File: src/rtl/pgsm_pkg.sv
// package: register map, field layout, serial framing and timing constants
package pgsm_pkg;

	// avalon register word indices (byte address = index * 4)
	localparam logic [3:0] PGSM_IDX_GAIN = 4'h0;
	localparam logic [3:0] PGSM_IDX_STATUS = 4'h1;
	localparam logic [3:0] PGSM_IDX_MASK = 4'h2;
	localparam logic [3:0] PGSM_IDX_SUPPLY = 4'h3;
	localparam logic [3:0] PGSM_IDX_SPI_ADDR = 4'h4;

	// gain register field positions
	localparam int PGSM_CUR_GAIN_LSB = 0;
	localparam int PGSM_NOLOAD_LSB = 2;
	localparam int PGSM_ABS_SUM_BIT = 4;
	localparam int PGSM_VOLT_GAIN_LSB = 5;
	localparam int PGSM_GAIN_SPARE_BIT = 7;
	localparam logic [7:0] PGSM_GAIN_RESET = 8'h00;

	// gain codes and decoded multipliers
	localparam logic [1:0] PGSM_GCODE_X1 = 2'h0;
	localparam logic [1:0] PGSM_GCODE_X2 = 2'h1;
	localparam logic [1:0] PGSM_GCODE_X4 = 2'h2;
	localparam logic [2:0] PGSM_GAIN_X1 = 3'h1;
	localparam logic [2:0] PGSM_GAIN_X2 = 3'h2;
	localparam logic [2:0] PGSM_GAIN_X4 = 3'h4;

	// status bit positions
	localparam int PGSM_ST_SUPPLY_LOW = 0;
	localparam int PGSM_ST_SPI_WRITE = 1;
	localparam int PGSM_ST_SUPPLY_OK = 2;
	localparam int PGSM_ST_WIDTH = 3;
	localparam logic [2:0] PGSM_MASK_ALWAYS_OFF = 3'h1;
	localparam logic [2:0] PGSM_ST_RESET = 3'h0;
	localparam logic [2:0] PGSM_MASK_RESET = 3'h0;

	// serial framing: command byte bit 7 = write, low bits = register address
	localparam int PGSM_SPI_WRITE_BIT = 7;
	localparam logic [6:0] PGSM_SPI_GAIN_ADDR_RESET = 7'h18;
	localparam logic [3:0] PGSM_SPI_LAST_BIT = 4'h7;

	// supply filter: level must persist this long before the state flips
	localparam int PGSM_FILTER_NS = 1000;
	localparam int PGSM_CLK_NS = 4;
	localparam int PGSM_FILTER_CYC = PGSM_FILTER_NS / PGSM_CLK_NS;

	// serial engine phase
	typedef enum logic [1:0] {PGSM_PH_CMD, PGSM_PH_WDATA, PGSM_PH_RDATA, PGSM_PH_DONE} pgsm_ph_e;

	// synchronised pins
	typedef struct packed {
		logic sclk;
		logic cs_b;
		logic din;
		logic supply_low;
	} pgsm_pins_s;

	// whole state of the block
	typedef struct packed {
		logic [7:0] gain;
		logic [2:0] status;
		logic [2:0] mask;
		logic [6:0] spi_addr;
		logic supply_low;
		logic [8:0] filt_cnt;
		logic sclk_d;
		pgsm_ph_e ph;
		logic [3:0] bit_cnt;
		logic [7:0] shift;
		logic [7:0] cmd;
		logic dout;
		logic dout_en;
		logic rd_valid;
		logic [31:0] rd_data;
	} pgsm_state_s;

endpackage

File: src/rtl/pgsm_top.sv
// gain select register, supply monitor, serial port and avalon slave
//
// Function
// - capture serial data on falling clock edge
// - launch serial data on rising clock edge
// - data output released unless actively driving
// - halt accumulation while supply below threshold
// - supply detection filtered with hysteresis
// - supply-low sets status flag
// - supply-low flag never raises interrupt
// - one gain of 1,2,4 per channel
// - current gain from bits 0 and 1
// - voltage gain from bits 5 and 6
// - register holds no-load and abs-sum settings
// - reset holds all logic including serial
// - interrupt output active-low open-drain
`timescale 1ns/1ps
module pgsm_top
	import pgsm_pkg::*;
#(
	parameter int FILTER_CYC = PGSM_FILTER_CYC
) (
	// clock, enable, reset
	input wire logic clk,
	input wire logic clk_en,
	input wire logic rst_b,
	// avalon-mm slave
	input wire logic [3:0] avs_address,
	input wire logic avs_read,
	input wire logic avs_write,
	input wire logic [31:0] avs_writedata,
	input wire logic [3:0] avs_byteenable,
	output logic [31:0] avs_readdata,
	output logic avs_waitrequest,
	// serial port pins
	input wire logic sclk,
	input wire logic cs_b,
	input wire logic din,
	output logic dout_o,
	output logic dout_oe,
	// analog supply comparator (high when supply below threshold)
	input wire logic analog_supply_low,
	// interrupt pin, open drain
	output logic irq_b_o,
	output logic irq_b_oe,
	// controls to the analog and accumulation sections
	output logic [2:0] current_channel_amplifier,
	output logic [2:0] voltage_channel_amplifier,
	output logic [1:0] noload_sel,
	output logic abs_sum_en,
	output logic accum_enable
);

	logic [1:0] rst_sync_r;
	logic rst_n_int;
	pgsm_pins_s pins_m_r;
	pgsm_pins_s pins_r;
	pgsm_state_s st_r;
	pgsm_state_s st_nxt;

	// map a gain code to a multiplier; reserved code acts as one
	function automatic logic [2:0] gain_decode(input logic [1:0] code);
		logic [2:0] g;
		g = PGSM_GAIN_X1;
		unique case (code)
			PGSM_GCODE_X2: g = PGSM_GAIN_X2;
			PGSM_GCODE_X4: g = PGSM_GAIN_X4;
			default: g = PGSM_GAIN_X1;
		endcase
		return g;
	endfunction

	// merge one byte-lane write into a register word
	function automatic logic [7:0] lane_merge(input logic [7:0] old, input logic [7:0] wd,
		input logic be);
		return be ? wd : old;
	endfunction

	// reset release through two flops
	// whole block reset
	always_ff @(posedge clk or negedge rst_b) begin
		if (!rst_b) begin
			rst_sync_r <= 2'h0;
		end else begin
			rst_sync_r <= {rst_sync_r[0], 1'b1};
		end
	end
	assign rst_n_int = rst_sync_r[1];

	// two-flop synchronisers for every pin input
	always_ff @(posedge clk or negedge rst_n_int) begin
		if (!rst_n_int) begin
			pins_m_r <= '{sclk: 1'b0, cs_b: 1'b1, din: 1'b0, supply_low: 1'b0};
			pins_r <= '{sclk: 1'b0, cs_b: 1'b1, din: 1'b0, supply_low: 1'b0};
		end else if (clk_en) begin
			pins_m_r <= '{sclk: sclk, cs_b: cs_b, din: din, supply_low: analog_supply_low};
			pins_r <= pins_m_r;
		end
	end

	// next-state logic for the whole block
	always_comb begin
		logic sclk_rise;
		logic sclk_fall;
		logic [7:0] byte_in;
		logic [31:0] rd_word;
		logic [2:0] st_set;
		logic [2:0] w1c;
		logic wr_gain_spi;
		sclk_rise = 1'b0;
		sclk_fall = 1'b0;
		byte_in = 8'h00;
		rd_word = 32'h0;
		st_set = 3'h0;
		w1c = 3'h0;
		wr_gain_spi = 1'b0;
		st_nxt = st_r;
		st_nxt.sclk_d = pins_r.sclk;
		st_nxt.rd_valid = 1'b0;
		sclk_rise = pins_r.sclk & ~st_r.sclk_d;
		sclk_fall = ~pins_r.sclk & st_r.sclk_d;

		// supply monitor: level must hold FILTER_CYC cycles before the state flips
		// filtered hysteretic detect
		if (pins_r.supply_low != st_r.supply_low) begin
			if (st_r.filt_cnt >= 9'(FILTER_CYC - 1)) begin
				st_nxt.supply_low = pins_r.supply_low;
				st_nxt.filt_cnt = 9'h0;
				st_set[PGSM_ST_SUPPLY_LOW] = pins_r.supply_low;
				st_set[PGSM_ST_SUPPLY_OK] = ~pins_r.supply_low;
			end else begin
				st_nxt.filt_cnt = st_r.filt_cnt + 9'h1;
			end
		end else begin
			st_nxt.filt_cnt = 9'h0;
		end

		// serial port: framing only while selected
		// select gates the frame
		if (pins_r.cs_b) begin
			st_nxt.ph = PGSM_PH_CMD;
			st_nxt.bit_cnt = 4'h0;
			st_nxt.dout_en = 1'b0;
		end else begin
			if (sclk_fall && st_r.ph != PGSM_PH_DONE) begin
				byte_in = {st_r.shift[6:0], pins_r.din};
				st_nxt.shift = byte_in;
				st_nxt.bit_cnt = st_r.bit_cnt + 4'h1;
				if (st_r.bit_cnt == PGSM_SPI_LAST_BIT) begin
					st_nxt.bit_cnt = 4'h0;
					unique case (st_r.ph)
						PGSM_PH_CMD: begin
							st_nxt.cmd = byte_in;
							if (byte_in[PGSM_SPI_WRITE_BIT]) begin
								st_nxt.ph = PGSM_PH_WDATA;
							end else begin
								st_nxt.ph = PGSM_PH_RDATA;
								st_nxt.shift = (byte_in[6:0] == st_r.spi_addr) ?
									st_r.gain : 8'h00;
							end
						end
						PGSM_PH_WDATA: begin
							st_nxt.ph = PGSM_PH_DONE;
							wr_gain_spi = (st_r.cmd[6:0] == st_r.spi_addr);
						end
						default: st_nxt.ph = PGSM_PH_DONE;
					endcase
				end
			end
			if (sclk_rise && st_r.ph == PGSM_PH_RDATA) begin
				// the shifter moves on every falling edge, so its msb is always the next bit
				st_nxt.dout = st_r.shift[PGSM_SPI_LAST_BIT[2:0]];
				st_nxt.dout_en = 1'b1;
			end else if (st_r.ph != PGSM_PH_RDATA) begin
				st_nxt.dout_en = 1'b0;
			end
		end
		if (wr_gain_spi) begin
			// full byte incl. no-load and abs-sum
			st_nxt.gain = byte_in;
			st_set[PGSM_ST_SPI_WRITE] = 1'b1;
		end

		// avalon slave: answers the cycle after the request, waitrequest low then
		if ((avs_write || avs_read) && !st_r.rd_valid) begin
			st_nxt.rd_valid = 1'b1;
			unique case (avs_address)
				PGSM_IDX_GAIN: rd_word = {24'h0, st_r.gain};
				PGSM_IDX_STATUS: rd_word = {29'h0, st_r.status};
				PGSM_IDX_MASK: rd_word = {29'h0, st_r.mask};
				PGSM_IDX_SUPPLY: rd_word = {31'h0, st_r.supply_low};
				PGSM_IDX_SPI_ADDR: rd_word = {25'h0, st_r.spi_addr};
				default: rd_word = 32'h0;
			endcase
			st_nxt.rd_data = avs_read ? rd_word : 32'h0;
		end
		// writes commit at the edge where waitrequest is seen low, not earlier
		if (avs_write && st_r.rd_valid) begin
			unique case (avs_address)
					PGSM_IDX_GAIN: st_nxt.gain = lane_merge(st_r.gain, avs_writedata[7:0],
						avs_byteenable[0]);
					PGSM_IDX_STATUS: w1c = avs_byteenable[0] ?
						avs_writedata[PGSM_ST_WIDTH-1:0] : 3'h0;
					// supply flag bit cannot be unmasked
					PGSM_IDX_MASK: if (avs_byteenable[0]) begin
						st_nxt.mask = avs_writedata[PGSM_ST_WIDTH-1:0] & ~PGSM_MASK_ALWAYS_OFF;
					end
					PGSM_IDX_SPI_ADDR: if (avs_byteenable[0]) begin
						st_nxt.spi_addr = avs_writedata[6:0];
					end
					default: ;
			endcase
		end

		// sticky status: set wins over a write-one clear
		st_nxt.status = (st_r.status & ~w1c) | st_set;
	end

	// single state register
	always_ff @(posedge clk or negedge rst_n_int) begin
		if (!rst_n_int) begin
			st_r <= '{gain: PGSM_GAIN_RESET, status: PGSM_ST_RESET, mask: PGSM_MASK_RESET,
				spi_addr: PGSM_SPI_GAIN_ADDR_RESET, ph: PGSM_PH_CMD, default: '0};
		end else if (clk_en) begin
			st_r <= st_nxt;
		end
	end

	// avalon handshake and read data
	assign avs_waitrequest = (avs_read || avs_write) && !st_r.rd_valid;
	assign avs_readdata = st_r.rd_data;

	// serial output pin
	assign dout_o = st_r.dout;
	assign dout_oe = st_r.dout_en & ~pins_r.cs_b;

	// interrupt: open drain, pulled low while an unmasked flag is set
	// supply flag masked off
	assign irq_b_o = 1'b0;
	assign irq_b_oe = |(st_r.status & st_r.mask & ~PGSM_MASK_ALWAYS_OFF);

	// amplifier and accumulation controls
	// one gain per channel
	assign current_channel_amplifier = gain_decode(st_r.gain[PGSM_CUR_GAIN_LSB +: 2]);
	assign voltage_channel_amplifier = gain_decode(st_r.gain[PGSM_VOLT_GAIN_LSB +: 2]);
	assign noload_sel = st_r.gain[PGSM_NOLOAD_LSB +: 2];
	assign abs_sum_en = st_r.gain[PGSM_ABS_SUM_BIT];
	assign accum_enable = ~st_r.supply_low;

endmodule

File: config.mk
export PLATFORM = sky130hd
export DESIGN_NAME = pgsm_top
export DESIGN_NICKNAME = d
export VERILOG_FILES = /design/src/rtl/pgsm_pkg.sv /design/src/rtl/pgsm_top.sv
export SDC_FILE = /design/constraint.sdc
export NUM_CORES = 1
export LEC_CHECK = 0
export BUFFER_PORTS_ARGS = -buffer_cell sky130_fd_sc_hd__buf_2
export CAP_MARGIN = 20
export CORE_UTILIZATION = 41
export CTS_BUF_LIST = sky130_fd_sc_hd__clkbuf_8
export DETAILED_ROUTE_END_ITERATION = 8
export PLACE_DENSITY_LB_ADDON = 0.05
export SLEW_MARGIN = 20
export SYNTH_ARGS = -nofsm -noshare
export SYNTH_HDL_FRONTEND = slang
export SYNTH_SLANG_ARGS = --single-unit
File: constraint.sdc
create_clock -name clk -period 6.6 [get_ports clk]
set_input_delay 0 -clock clk [delete_from_list [all_inputs] [get_ports clk]]
set_output_delay 0 -clock clk [all_outputs]
set_load 0.03 [all_outputs]
==> metrics.md <==
| Metric | Value |
|---|---|
| Worst slew pin tran | 903.3 ps |
| Hold_ws | 52.73 ps |
| Element type at the critical path end | flip-flop |
| DIE HEIGHT | 101.5 µm |
| Setup violators final | 0 |
| GRT Residual Overflow | 0 |
| EDFF count, synth | 0 |
| Nets | 484 |
| # rows | 35 |
| Reg power frac | 0.519 |
| Clock Skews | 6.587 ps |
| Total number of vias | 2988 |
| Final WS setup | 4324 ps |
| Switching share of total power | 0.3592 |
| Dpl hpwl | 6421 µm |
| Maximum vdd drop | 0.1445 mV |
| Crit path launch type | flip-flop |
| DRC | 0 |
| Fin cells | 562 |
| Sink Count | 73 |
| Fmax | 0.4394 GHz |
| Area contributors post-synth | dfrtp_1 43%, mux2_2 7.5%, buf_4 6.5% |
| Routability cong. | 0.8028 |
| Global-route wire length before repair | 15260 µm |
| Die Area | 10300 µm² |
| Critical path fanouts, max | 12 |
| RSZ-0062 raised after global routing | no |
| Pwr Density | 256.3 nW/µm² |
| Clock-pin slew on the worst setup and hold paths | 80 ps |
| Area Overhead vs Synth | 11.41% |
| Area of the multi-input gates | 1934 µm² |
| Post-synth top cells | 69 x dfrtp_1, 35 x buf_4, 27 x mux2_2 |
| Synthesized flop and latch total | 73 |
| Tmin final | 2276 ps |
| Synth top area share | 0.4257 |
| CTS buffer count | 9 |
| Status | finished clean |
| DRT Pass-1 Iters | 4 |
| CTS max path bufs | 2 |
| Post-CTS setup buffers | 0 |
| Synth Instances | 383 |
| Met2 wire len | 4336 µm |
| DRT met1 WL | 4344 µm |
| MaxCap Viol Count | 0 |
| Initial Util | 0.4308 |
| Routed Antenna Nets | 0 |
| Final wirelength | 9057 µm |
| Avg Inst Size Synth | 10.59 µm² |
| Placed inst area | 4202 µm² |
| CP arrival | 2510 ps |
| Routed wire per std cell | 16.12 µm |
| Via density | 5.317 |
| Total GRT Usage | 0.1967 |
| Initial antenna violation count | 0 |
| Ys async rst share | 1.000 |
| Met3 WL | 281 µm |
| Final period util | 0.3448 |
| Dpl ws | 4190 ps |
| Final Hold Fails | 0 |
| Final Max Tran Viols | 0 |
| Dominant cell type by area after synthesis | dfrtp_1 |
| Clock share of power | 0.267 |
| Most numerous cell in the Yosys netlist | dfrtp_1 |
| Worst-Skew Late Latency | 350 ps |
| Req. time, crit path | 6840 ps |
| Initial drt markers | 155 |
| Port bufs | 43 |
| Core ar. | 9415 µm² |
| Max layer used | met4 |
| Filler Cell Count | 895 |
| Internal Power | 0.7424 mW |
| Yosys warning total | 0 |
| Antenna cells | 0 |
| Combinational Power Share | 0.214 |
| Leakage | 2.001 nW |
| Relative slew slack | 0.3978 |
| Die X | 101.5 µm |
| Post-synth top flop | dfrtp_1 |
| Final Cell Area | 4519 µm² |
| Placed Instances | 532 |
| H-tree depth | 3 |
| Psw | 0.4161 mW |
| Ports | 96 |
| Syn Std Cell Area | 4056 µm² |
| CTS tree | done |
| Vias in the first global route | 2972 |
| CP Class | reg2reg |
| Unique cell type count in the Yosys netlist | 65 |
| Sequential-to-total area share from yosys stat | 0.4516 |
| Area occupied by registers | 1833 µm² |
| Share of layout cells above drive strength 1 | 0.2379 |
| Final setup TNS | 0 ps |
| Worst min path class | in2reg |
| CTS Root Cell | clkbuf_8 |
| Largest net degree at the start of global routing | 72 |
==> sequential cells by signal (all words and copies together) (netlist names) <==
register,cells
st_r,51
pins_r,4
avs_readdata,8
rst_sync_r,2
pins_m_r,4
noload_sel,2
dout_o,1
abs_sum_en,1
==> what timing repair did <==
action,4_1_cts,5_1_grt
endpoints found under the hold margin,20,0
resized for setup,0,0
hold buffers,14,0
==> power by group through the flow <==
| stage | clock network (mW) | logic, mW | registers, mW |
|---|---|---|---|
| floorplan | 0 | 0.209 | 0.583 |
| global placement | 0 | 0.237 | 0.609 |
| detailed placement | 0 | 0.241 | 0.609 |
| CTS | 0.322 | 0.250 | 0.601 |
| global route | 0.342 | 0.279 | 0.615 |
| finish | 0.309 | 0.248 | 0.602 |
==> layout by cell type, fill, tap and decap left out, types with 5 or more instances in the layout <==
master and instances:
inv_1 16, nor2_1 25, nand4_1 11, mux2_2 27
nand3_1 6, nor3_1 10, xnor2_1 10, ha_1 7
o21ai_0 6, o22ai_1 5, dlygate4sd3_1 14, buf_2 43
dfrtp_1 68, a22oi_1 6, xor2_1 9, clkbuf_8 9
a41oi_1 5, o2bb2ai_1 12, conb_1 26, a21oi_1 17
nand2_1 17
==> metal layers <==
| layer | track usage | vias up |
|---|---|---|
| li1 | - | 1439 |
| met1 | 0.2617 | 1466 |
| met2 | 0.3155 | 74 |
| met3 | 0.05245 | 9 |
| met4 | 0.05686 | 0 |
| met5 | 0 | - |
==> per-stage QoR <==
stage          total power [mW]  utilization
6_report                  1.159       0.4800
3_3_place_gp             0.8465       0.4462
4_1_cts                   1.172       0.4793
2_1_floorplan            0.7915            -
5_1_grt                   1.235       0.4800
3_5_place_dp             0.8503       0.4462
==> cell families (layout without fill, tap and decap cells) <==
| family | count (synthesis) | after routing | synth area share |
|---|---|---|---|
| buf+inv | 63 | 89 | 0.09531 |
| mux | 31 | 31 | 0.08482 |
| flops | 73 | 73 | 0.4516 |
| other cells | 2 | 26 | 0.001851 |
| simple gates | 106 | 106 | 0.1558 |
| compound gates | 82 | 82 | 0.1481 |
| fa+ha+maj | 7 | 7 | 0.02159 |
| xor+xnor | 19 | 19 | 0.04102 |
==> path summary, 6_finish.rpt <==
| kind | cells after the start | end | from | slack (ps) |
|---|---|---|---|---|
| hold / removal | 3 | st_r[88] | avs_byteenable[0] | 50 |
| max in group asynchronous | 1 | noload_sel[0] | rst_sync_r[1] | 5540 |
| hold reg to reg | 0 | rst_sync_r[1] | rst_sync_r[0] | 360 |
| setup / recovery | 4 | st_r[35] | pins_r[2] | 4320 |
| setup reg to reg | 4 | st_r[35] | pins_r[2] | 4320 |
| min in group asynchronous | 1 | st_r[50] | rst_sync_r[1] | 470 |
==> layout make-up <==
class                           count  area share
Clock buffer                        9     0.02741
Clock inverter                      7     0.01052
Inverter                           15     0.01246
Multi-Input combinational cell    271      0.4280
Sequential cell                    73      0.4056
Tap cell                          129     0.03571
Timing Repair Buffer               58     0.08029
==> critical path: stages, from the launching register on <==
cell	delay [ps]
dfstp_2	410
nor2b_1	260
nand4_1	510
nor2_2	580
mux2_2	390
Power figures use the tool's default switching activity.
